===== src/chf_cfg.svh =====
// Purpose: shared constants for the coprocessor handshake link
// Assumes: 32-bit instruction words, two-bit handshake buses
// Notes:   definitions only
`ifndef CHF_CFG_SVH
`define CHF_CFG_SVH
`define CHF_HS_ABSENT   2'h2
`define CHF_HS_WAIT     2'h0
`define CHF_HS_GO       2'h1
`define CHF_HS_LAST     2'h3
`define CHF_CLS_MSB     27
`define CHF_CLS_LSB     26
`define CHF_CLS_CP      2'h3
`define CHF_LDST_BIT    25
`define CHF_LOAD_BIT    20
`define CHF_CPN_MSB     11
`define CHF_CPN_LSB     8
`define CHF_CPN_DEBUG   4'he
`define CHF_CPN_OWN     4'h5
`define CHF_ADDR_STEP   32'h0000_0004
`define CHF_FIFO_DEPTH  16
`define CHF_WORD_W      32
`define CHF_CNT_W       5
`endif


===== src/chf_pkg.sv =====
// Purpose: types shared by both ends of the coprocessor link
// Assumes: constants come from chf_cfg.svh
// Notes:   state enums carry no explicit codes
package chf_pkg;
   typedef logic [1:0] chf_hs_type;
   typedef enum logic [1:0] {CORE_IDLE, CORE_BUSY, CORE_MULTI, CORE_FINAL} chf_core_st_type;
   typedef enum logic [1:0] {COP_IDLE, COP_WAITING, COP_RUN} chf_cop_st_type;
endpackage


===== src/chf_if.sv =====
// Purpose: signals between processor core and attached coprocessor
// Assumes: single clock shared by both ends
// Notes:   no clocking block; the bench joins the two ends here
interface chf_if;
   logic        clock_qualifier;
   logic        pipeline_advance;
   logic [31:0] instruction_bus;
   logic        execute_go_flag;
   logic        late_abort_cancel;
   logic        data_mem_request_n;
   logic [31:0] xfer_addr;
   logic [1:0]  decode_handshake;
   logic [1:0]  execute_handshake;
   modport core (output clock_qualifier, pipeline_advance, instruction_bus, execute_go_flag,
                 late_abort_cancel, data_mem_request_n, xfer_addr,
                 input decode_handshake, execute_handshake);
   modport cop  (input clock_qualifier, pipeline_advance, instruction_bus, execute_go_flag,
                 late_abort_cancel, data_mem_request_n, xfer_addr,
                 output decode_handshake, execute_handshake);
endinterface


===== src/chf_cop_end.sv =====
// Purpose: coprocessor side: pipeline follower, handshake replies, load buffer
// Assumes: one coprocessor number answers; loads arrive on the user port
// Notes:   load words queue in a FIFO; a full FIFO turns decode and waiting-state replies to wait
// Notes on behaviour
// RULE_01 - every fetched word enters both pipelines
// RULE_02 - qualifier and advance high request fetch
// RULE_03 - advance samples, moves fetch to decode, decode on
// RULE_04 - follower holds when no advance occurs
// RULE_05 - execute stage runs on the ungated clock
// RULE_06 - go flag marks passed coprocessor instruction
// RULE_07 - go flag held while busy; low abandons
// RULE_08 - cancel may come with nothing executing
// RULE_09 - cancel sampled edge after first execute
// RULE_10 - core reads decode then execute handshake
// RULE_11 - absent reply makes the core trap
// RULE_12 - wait reply stalls core in busy loop
// RULE_13 - busy loop ends on absent, go, last
// RULE_14 - no state change before go flag and go/last
// RULE_15 - go means execute now, another cycle follows
// RULE_16 - go while two or more words remain
// RULE_17 - core drives address and data request low
// RULE_18 - waits, run of go, then last
// RULE_19 - decode reply ready by end of decode
// RULE_20 - wait allowed for internal debug coprocessor
// RULE_21 - absent 10, wait 00, go 01, last 11
// RULE_22 - sample go flag every busy cycle
// RULE_23 - reset empties follower stages
`include "chf_cfg.svh"
module chf_fifo
#(
   parameter int W = `CHF_WORD_W,
   parameter int D = `CHF_FIFO_DEPTH
)
(
   // clock and reset
   input  wire logic         i_mclk,
   input  wire logic         i_reset_n,
   // fill side
   input  wire logic [W-1:0] i_wdata,
   input  wire logic         i_wvalid,
   output logic              o_wready,
   // drain side
   output logic [W-1:0]      o_rdata,
   output logic              o_rvalid,
   input  wire logic         i_rready
);
   localparam int AW = $clog2(D);
   logic [W-1:0] mem [D];
   logic [AW:0]  wp_r, rp_r;
   logic         full_r, empty_r, push, pop;
   logic [AW:0]  wp_n, rp_n;

   assign push = i_wvalid & ~full_r;
   assign pop  = i_rready & ~empty_r;
   assign wp_n = push ? wp_r + 1'b1 : wp_r;
   assign rp_n = pop ? rp_r + 1'b1 : rp_r;

   always_ff @(posedge i_mclk)
   begin
      if (push)
         mem[wp_r[AW-1:0]] <= i_wdata;
   end

   always_ff @(posedge i_mclk or negedge i_reset_n)
   begin
      if (!i_reset_n)
      begin
         wp_r    <= '0;
         rp_r    <= '0;
         full_r  <= 1'b0;
         empty_r <= 1'b1;
      end
      else
      begin
         wp_r    <= wp_n;
         rp_r    <= rp_n;
         full_r  <= (wp_n[AW] != rp_n[AW]) && (wp_n[AW-1:0] == rp_n[AW-1:0]);
         empty_r <= (wp_n == rp_n);
      end
   end

   assign o_wready = ~full_r;
   assign o_rvalid = ~empty_r;
   assign o_rdata  = mem[rp_r[AW-1:0]];
endmodule // chf_fifo

module chf_cop_end
(
   // clock and reset
   input  wire logic        i_mclk,
   input  wire logic        i_reset_n,
   // coprocessor status
   input  wire logic        i_busy,
   input  wire logic [4:0]  i_word_count,
   // load data from memory
   input  wire logic [31:0] i_load_data,
   input  wire logic        i_load_valid,
   // buffered load words to the coprocessor datapath
   output logic [31:0]      o_word,
   output logic             o_word_valid,
   input  wire logic        i_word_ready,
   // results
   output logic             o_commit,
   output logic             o_abandon,
   output logic             o_cancelled,
   // link
   chf_if.cop               lnk
);
   logic        adv, pend_r;
   logic [31:0] fet_r;
   logic        fet_v_r;
   chf_pkg::chf_hs_type dhs_r, ehs_r;
   chf_pkg::chf_cop_st_type st_r;
   logic [4:0]  left_r;
   logic        first_r, commit_r, aband_r, canc_r, fifo_wready, take_word;
   logic        start;

   function automatic chf_pkg::chf_hs_type reply(input logic [31:0] w, input logic stall,
                                                 input logic [4:0] words);
      if (w[`CHF_CLS_MSB:`CHF_CLS_LSB] != `CHF_CLS_CP)
         reply = `CHF_HS_ABSENT;
      else if (w[`CHF_CPN_MSB:`CHF_CPN_LSB] == `CHF_CPN_DEBUG)
         reply = `CHF_HS_WAIT;                                           // RULE_20
      else if (w[`CHF_CPN_MSB:`CHF_CPN_LSB] != `CHF_CPN_OWN)
         reply = `CHF_HS_ABSENT;                                         // RULE_11
      else if (stall)
         reply = `CHF_HS_WAIT;                                           // RULE_12
      else if (!w[`CHF_LDST_BIT] && words > 5'h01)
         reply = `CHF_HS_GO;                                             // RULE_16
      else
         reply = `CHF_HS_LAST;                                           // RULE_21
   endfunction

   assign adv   = lnk.clock_qualifier & lnk.pipeline_advance;            // RULE_02
   assign start = adv & lnk.clock_qualifier & fet_v_r;

   // follower moves only on qualified advance edges
   always_ff @(posedge i_mclk or negedge i_reset_n)
   begin
      if (!i_reset_n)
      begin
         pend_r  <= 1'b0;                                                // RULE_23
         fet_v_r <= 1'b0;
         fet_r   <= 32'h0000_0000;
      end
      else if (adv)                                                      // RULE_03 RULE_04
      begin
         pend_r  <= 1'b1;
         fet_r   <= lnk.instruction_bus;                                 // RULE_01
         fet_v_r <= pend_r;
      end
   end

   // decode reply tracks the word that sits in decode, held ready ahead of the edge
   always_ff @(posedge i_mclk or negedge i_reset_n)
   begin
      if (!i_reset_n)
         dhs_r <= `CHF_HS_WAIT;
      else
         dhs_r <= reply(adv ? lnk.instruction_bus : fet_r, i_busy | ~fifo_wready,
                        i_word_count);                                   // RULE_19
   end

   // execute stage: ungated clock so it keeps running while the core stalls
   always_ff @(posedge i_mclk or negedge i_reset_n)                      // RULE_05
   begin
      if (!i_reset_n)
      begin
         st_r     <= chf_pkg::COP_IDLE;
         ehs_r    <= `CHF_HS_WAIT;
         left_r   <= 5'h00;
         first_r  <= 1'b0;
         commit_r <= 1'b0;
         aband_r  <= 1'b0;
         canc_r   <= 1'b0;
      end
      else
      begin
         commit_r <= 1'b0;
         aband_r  <= 1'b0;
         canc_r   <= 1'b0;
         first_r  <= 1'b0;
         case (st_r)
            chf_pkg::COP_IDLE:
            begin
               if (start && reply(fet_r, 1'b0, i_word_count) != `CHF_HS_ABSENT
                   && fet_r[`CHF_CPN_MSB:`CHF_CPN_LSB] == `CHF_CPN_OWN)
               begin
                  first_r <= 1'b1;
                  left_r  <= fet_r[`CHF_LDST_BIT] ? 5'h01 : i_word_count;
                  st_r    <= (dhs_r == `CHF_HS_WAIT) ? chf_pkg::COP_WAITING
                                                     : chf_pkg::COP_RUN;
                  ehs_r   <= dhs_r;
               end
            end
            chf_pkg::COP_WAITING:
            begin
               if (!lnk.execute_go_flag || (first_r && lnk.late_abort_cancel))
               begin
                  st_r    <= chf_pkg::COP_IDLE;                          // RULE_22 RULE_07
                  aband_r <= 1'b1;
               end
               else if (!i_busy && fifo_wready)
               begin
                  st_r  <= chf_pkg::COP_RUN;                             // RULE_18
                  ehs_r <= (left_r > 5'h01) ? `CHF_HS_GO : `CHF_HS_LAST;
               end
               else
                  ehs_r <= `CHF_HS_WAIT;
            end
            chf_pkg::COP_RUN:
            begin
               if (!lnk.execute_go_flag)
               begin
                  st_r    <= chf_pkg::COP_IDLE;                          // RULE_15
                  aband_r <= 1'b1;
               end
               else if (first_r && lnk.late_abort_cancel)
               begin
                  st_r   <= chf_pkg::COP_IDLE;                           // RULE_09 RULE_08
                  canc_r <= 1'b1;
               end
               else if (ehs_r == `CHF_HS_LAST)
               begin
                  st_r     <= chf_pkg::COP_IDLE;                         // RULE_14
                  commit_r <= 1'b1;
                  ehs_r    <= `CHF_HS_WAIT;
               end
               else if (lnk.clock_qualifier)
               begin
                  left_r <= left_r - 5'h01;                              // RULE_16
                  ehs_r  <= (left_r > 5'h02) ? `CHF_HS_GO : `CHF_HS_LAST;
               end
            end
            default: st_r <= chf_pkg::COP_IDLE;
         endcase
      end
   end

   // a load word is only kept while the instruction is live in run and no late cancel is pending
   assign take_word = i_load_valid & (st_r == chf_pkg::COP_RUN) & lnk.execute_go_flag
                      & ~(first_r & lnk.late_abort_cancel);

   chf_fifo #(.W(`CHF_WORD_W), .D(`CHF_FIFO_DEPTH)) u_load_fifo
   (
      .i_mclk    (i_mclk),
      .i_reset_n (i_reset_n),
      .i_wdata   (i_load_data),
      .i_wvalid  (take_word),
      .o_wready  (fifo_wready),
      .o_rdata   (o_word),
      .o_rvalid  (o_word_valid),
      .i_rready  (i_word_ready)
   );

   assign o_commit              = commit_r;
   assign o_abandon             = aband_r;
   assign o_cancelled           = canc_r;
   assign lnk.decode_handshake  = dhs_r;
   assign lnk.execute_handshake = ehs_r;
endmodule // chf_cop_end


===== src/flat_wrapper.sv =====
// flat-port wrapper written by rule: the top's interface ports become plain ports
module chf_cop_end_flat 
  (i_mclk, i_reset_n, i_busy, i_word_count, i_load_data, i_load_valid, o_word, o_word_valid, i_word_ready, o_commit, o_abandon, o_cancelled, lnk_clock_qualifier, lnk_pipeline_advance, lnk_instruction_bus, lnk_execute_go_flag, lnk_late_abort_cancel, lnk_data_mem_request_n, lnk_xfer_addr, lnk_decode_handshake, lnk_execute_handshake);
  chf_if lnk_i ();
  input  wire logic i_mclk;
  input  wire logic i_reset_n;
  input  wire logic i_busy;
  input  wire logic [4:0] i_word_count;
  input  wire logic [31:0] i_load_data;
  input  wire logic i_load_valid;
  output logic [31:0] o_word;
  output logic o_word_valid;
  input  wire logic i_word_ready;
  output logic o_commit;
  output logic o_abandon;
  output logic o_cancelled;
  input wire logic [$bits(lnk_i.clock_qualifier)-1:0] lnk_clock_qualifier;
  input wire logic [$bits(lnk_i.pipeline_advance)-1:0] lnk_pipeline_advance;
  input wire logic [$bits(lnk_i.instruction_bus)-1:0] lnk_instruction_bus;
  input wire logic [$bits(lnk_i.execute_go_flag)-1:0] lnk_execute_go_flag;
  input wire logic [$bits(lnk_i.late_abort_cancel)-1:0] lnk_late_abort_cancel;
  input wire logic [$bits(lnk_i.data_mem_request_n)-1:0] lnk_data_mem_request_n;
  input wire logic [$bits(lnk_i.xfer_addr)-1:0] lnk_xfer_addr;
  output wire logic [$bits(lnk_i.decode_handshake)-1:0] lnk_decode_handshake;
  output wire logic [$bits(lnk_i.execute_handshake)-1:0] lnk_execute_handshake;
  assign lnk_i.clock_qualifier = lnk_clock_qualifier;
  assign lnk_i.pipeline_advance = lnk_pipeline_advance;
  assign lnk_i.instruction_bus = lnk_instruction_bus;
  assign lnk_i.execute_go_flag = lnk_execute_go_flag;
  assign lnk_i.late_abort_cancel = lnk_late_abort_cancel;
  assign lnk_i.data_mem_request_n = lnk_data_mem_request_n;
  assign lnk_i.xfer_addr = lnk_xfer_addr;
  assign lnk_decode_handshake = lnk_i.decode_handshake;
  assign lnk_execute_handshake = lnk_i.execute_handshake;
  chf_cop_end u_core (.i_mclk(i_mclk), .i_reset_n(i_reset_n), .i_busy(i_busy), .i_word_count(i_word_count), .i_load_data(i_load_data), .i_load_valid(i_load_valid), .o_word(o_word), .o_word_valid(o_word_valid), .i_word_ready(i_word_ready), .o_commit(o_commit), .o_abandon(o_abandon), .o_cancelled(o_cancelled), .lnk(lnk_i));
endmodule

===== config.mk =====
export PLATFORM = sky130hd
export DESIGN_NAME = chf_cop_end_flat
export DESIGN_NICKNAME = d
export VERILOG_FILES = /design/src/chf_pkg.sv /design/src/chf_if.sv /design/src/chf_cop_end.sv /design/src/flat_wrapper.sv
export VERILOG_INCLUDE_DIRS = /design/src /design/src/src
export SDC_FILE = /design/constraint.sdc
export NUM_CORES = 1
export LEC_CHECK = 0
export BUFFER_PORTS_ARGS = -buffer_cell sky130_fd_sc_hd__buf_2
export CORE_MARGIN = 2
export CORE_UTILIZATION = 60
export DETAILED_ROUTE_END_ITERATION = 10
export GPL_TIMING_DRIVEN = 0
export PLACE_DENSITY = 0.82
export SETUP_SLACK_MARGIN = 0.5
export SYNTH_ARGS = -nofsm -noshare
export SYNTH_HDL_FRONTEND = slang
export SYNTH_SLANG_ARGS = --single-unit

===== constraint.sdc =====
create_clock -name i_mclk -period 5.8 [get_ports i_mclk]
set_input_delay 0.87 -clock i_mclk [delete_from_list [all_inputs] [get_ports i_mclk]]
set_output_delay 0.87 -clock i_mclk [all_outputs]
set_load 0.03 [all_outputs]

==> results.py <==
metrics = {
    "run_status": {
        "status": "finished, final reports clean",
    },
    "global_routing": {
        "grt_overflow": 0,
        "grt_max_degree": 37,
        "grt_pass1_wl_um": 75600,
        "antenna_found_initial": 2,
        "grt_pass1_vias": 11300,
        "grt_util_all_layers_pct": 29.4,
    },
    "power": {
        "vdd_drop_max_v": 0.000366,
        "power.density_mw_per_mm2": 482,
        "finalPower_uw": 11800,
        "power.leakage_uw": 0.00804,
    },
    "synth": {
        "synthArstFlopShare_pct": 6.57,
        "synth_cell_type_count": 52,
        "ys_seq_area_share_pct": 76.5,
        "synth_seq_cells": 548,
        "synth_common_cells": "512 x edfxtp_1, 160 x mux4_2, 35 x dfrtp_1",
        "yosysMostFrequentCell": "edfxtp_1",
        "synth_cells": 939,
        "synth_top_cell_by_area": "edfxtp_1",
        "synth-edff-count": 512,
        "ys.flop_type": "edfxtp_1",
        "synth_top_area_share_pct": 72.3,
        "syn_area_per_cell_um2": 22.7,
        "yosys_warnings": 0,
        "synth_nets": 1062,
        "yosys-top-cells-area": "edfxtp_1 72%, mux4_2 17%, dfrtp_1 4.1%, ha_1 0.71%, nand2_1 0.56%",
        "syn_area_mm2": 0.0213,
    },
    "job": {
        "cap_violations": 0,
    },
    "worst_setup_path": {
        "path_class": "reg2out",
        "path_buf_inv": 3,
        "crit_arrival_ns": 3.55,
        "crit_family": "buffers and inverters",
        "crit_slowest_cell": "clkbuf_1",
        "path_cells": "clkbuf_1 > clkbuf_1 > mux4_2 > mux4_2 > buf_2",
        "cp-end-kind": "output pin",
        "crit_required_ns": 4.93,
        "slowest_delay_ns": 0.86,
        "critPathMaxFanout": 10,
        "critPathLaunchType": "flop",
    },
    "drt": {
        "vias": 10900,
        "viasPerCell": 6.73,
        "finalWirelength_um": 52100,
        "antenna_left": 0,
        "wl_per_cell_um": 32.3,
        "drt-pass1-iter-count": 5,
        "drt_iter0_drc": 1542,
        "drc": 0,
    },
    "die": {
        "ioPinCount": 151,
        "dieHeight_um": 192,
        "num_rows": 68,
        "initial_core_util_pct": 61.3,
        "core_area_mm2": 0.0347,
        "die_area_mm2": 0.0370,
        "fp.dieW_um": 192,
    },
    "sta": {
        "relSlewSlack_pct": 21.6,
        "rsz0062_at_grt": "no",
        "drv_slew": 0,
        "fmax_ghz": 0.226,
        "final.setup_skew_ns": 0.0168,
        "finalHoldViolations": 0,
        "setup_viol": 0,
        "worst_pin_slew_ns": 1.18,
        "fin_crit_sh_pct": 76.2,
        "fin_hold_ws_ns": 0.394,
        "fin_crit_ns": 4.42,
    },
    "clocking": {
        "cts_buffers": 53,
        "cts.clk_slew.worst_paths_ns": 0.07,
        "htreeDepth": 2,
        "insertion_delay_ns": 0.59,
        "ctsHoldBuffers": 0,
        "cts_tree": "yes",
        "cts_buffer_depth": 3,
        "postCtsSetupRepairBufs": 0,
        "clock-sinks": 548,
        "cts-root-buf": "clkbuf_16",
        "ctsResizeCount": 0,
    },
    "place": {
        "hpwl_um": 29700,
        "placed_area_mm2": 0.0228,
        "port_buffers": 92,
        "gp_congestion": 0.833,
    },
    "cells_and_area": {
        "drive_gt1_share_pct": 34.5,
        "area_growth_pct": 15.3,
        "design_area_mm2": 0.0245,
        "num-fill-cells": 1906,
        "layout.nets": 1237,
    },
    "worst_hold_path": {
        "hp-class": "in2async",
    },
}
==> report_power, final <==
part	internal (uW)	total [uW]	leakage [uW]	switching, uW
registers	4490	4590	0.00504	99.3
logic	1600	3850	0.00217	2240
clock network	1900	3370	0.000829	1470
total	8000	11800	0.00804	3810
==> logic make-up after synthesis <==
logic type               after synthesis  synth area share [%]
XOR/XNOR                              16                 0.759
AO/OA/AOI/OAI                         35                  1.19
multiplexers                         166                  17.2
buffers and inverters                 55                  1.06
AND/OR/NAND/NOR                      107                  2.56
flip-flops                           548                  76.5
adder cells (fa/ha/maj)               12                 0.706
==> stage by stage <==
step | util [%] | setup WS (ns) | setup TNS [ns] | std cells
after floorplan | - | 1.34 | 0 | 939
after global placement | 64.3 | -1.68 | -204.78 | 1486
after detailed placement | 65.7 | 1.92 | 0 | 1513
after CTS | 70.6 | 1.41 | 0 | 1612
after global routing | 70.6 | 1.32 | 0 | 1614
final | 70.6 | 1.38 | 0 | 1615
==> worst register-to-register path, stage by stage, from the launching register on <==
cell and delay, ns:
dfrtp_1 0.40, inv_1 0.11, ha_1 0.32, nand2_2 0.14, nor3_1 0.76, nand2_1 0.45, nor3_2 0.41, buf_6 0.24
buf_6 0.22, buf_6 0.20
==> area by class of cell <==
class / instances / area, um^2 / share of cell area (%)
clock buffers: 68 / 1400 / 5.72
clock inverters: 31 / 287 / 1.17
diodes: 2 / 5.00 / 0.0204
inverters: 11 / 41.3 / 0.168
multi-input cells: 336 / 4880 / 19.9
repair buffers: 120 / 881 / 3.59
flip-flops and latches: 548 / 16300 / 66.4
well taps: 455 / 569 / 2.32
plain buffers: 44 / 185 / 0.755
==> cell usage in the layout (no fill, tap or decap), types with 5 or more instances in the layout <==
master     synthesis  final
nor2b_1            7      7
xnor2_1            9      9
mux4_2           160    160
clkbuf_16          0     53
nor2_4             1     12
clkinv_2           0     12
nor3_1             9      5
buf_2             16    108
dfrtp_1           35     35
nor2_1            23     12
ha_1              12     12
clkbuf_1          24     37
xor2_1             5      5
buf_6              0     16
clkinv_1           0      9
o21ai_0            7      7
nand2b_1           9      9
inv_1             11     11
nand2_1           32     32
buf_12             0     12
a21oi_1            9      9
edfxtp_1         512    512
==> routing by layer <==
metal | GRT usage, % | vias up | share of wire (%)
met5 | 0 | - | 0.013
met4 | 12.7 | 2 | 4.0
met3 | 4.80 | 150 | 8.0
met2 | 49.9 | 702 | 52
met1 | 38.1 | 5697 | 36
li1 | - | 4312 | -
==> registers in the layout, summed over array words and instances (netlist names), 2 cells and up <==
signal / flops
u_core.fet_r: 7
u_core.left_r: 5
u_core.lnk.decode_handshake: 2
u_core.lnk.execute_handshake: 2
u_core.st_r: 2
u_core.u_load_fifo.mem: 512
u_core.u_load_fifo.rp_r: 5
u_core.u_load_fifo.wp_r: 5
==> path summary, 6_finish.rpt <==
kind,startpoint,endpoint,slack [ns],depth (start not counted)
worst max-delay path,u_core.u_load_fifo.rp_r[1],o_word[9],1.38,5
worst min-delay path,i_reset_n,u_core.left_r[3],0.39,1
worst max register to register,u_core.st_r[0],u_core.u_load_fifo.mem[0][29],2.25,9
worst min register to register,u_core.pend_r,u_core.fet_v_r,0.46,2
max in group asynchronous,i_reset_n,u_core.fet_r[26],4.88,1
min in group i_mclk,u_core.pend_r,u_core.fet_v_r,0.46,2
Note: power is estimated with default switching activity, not from simulation.
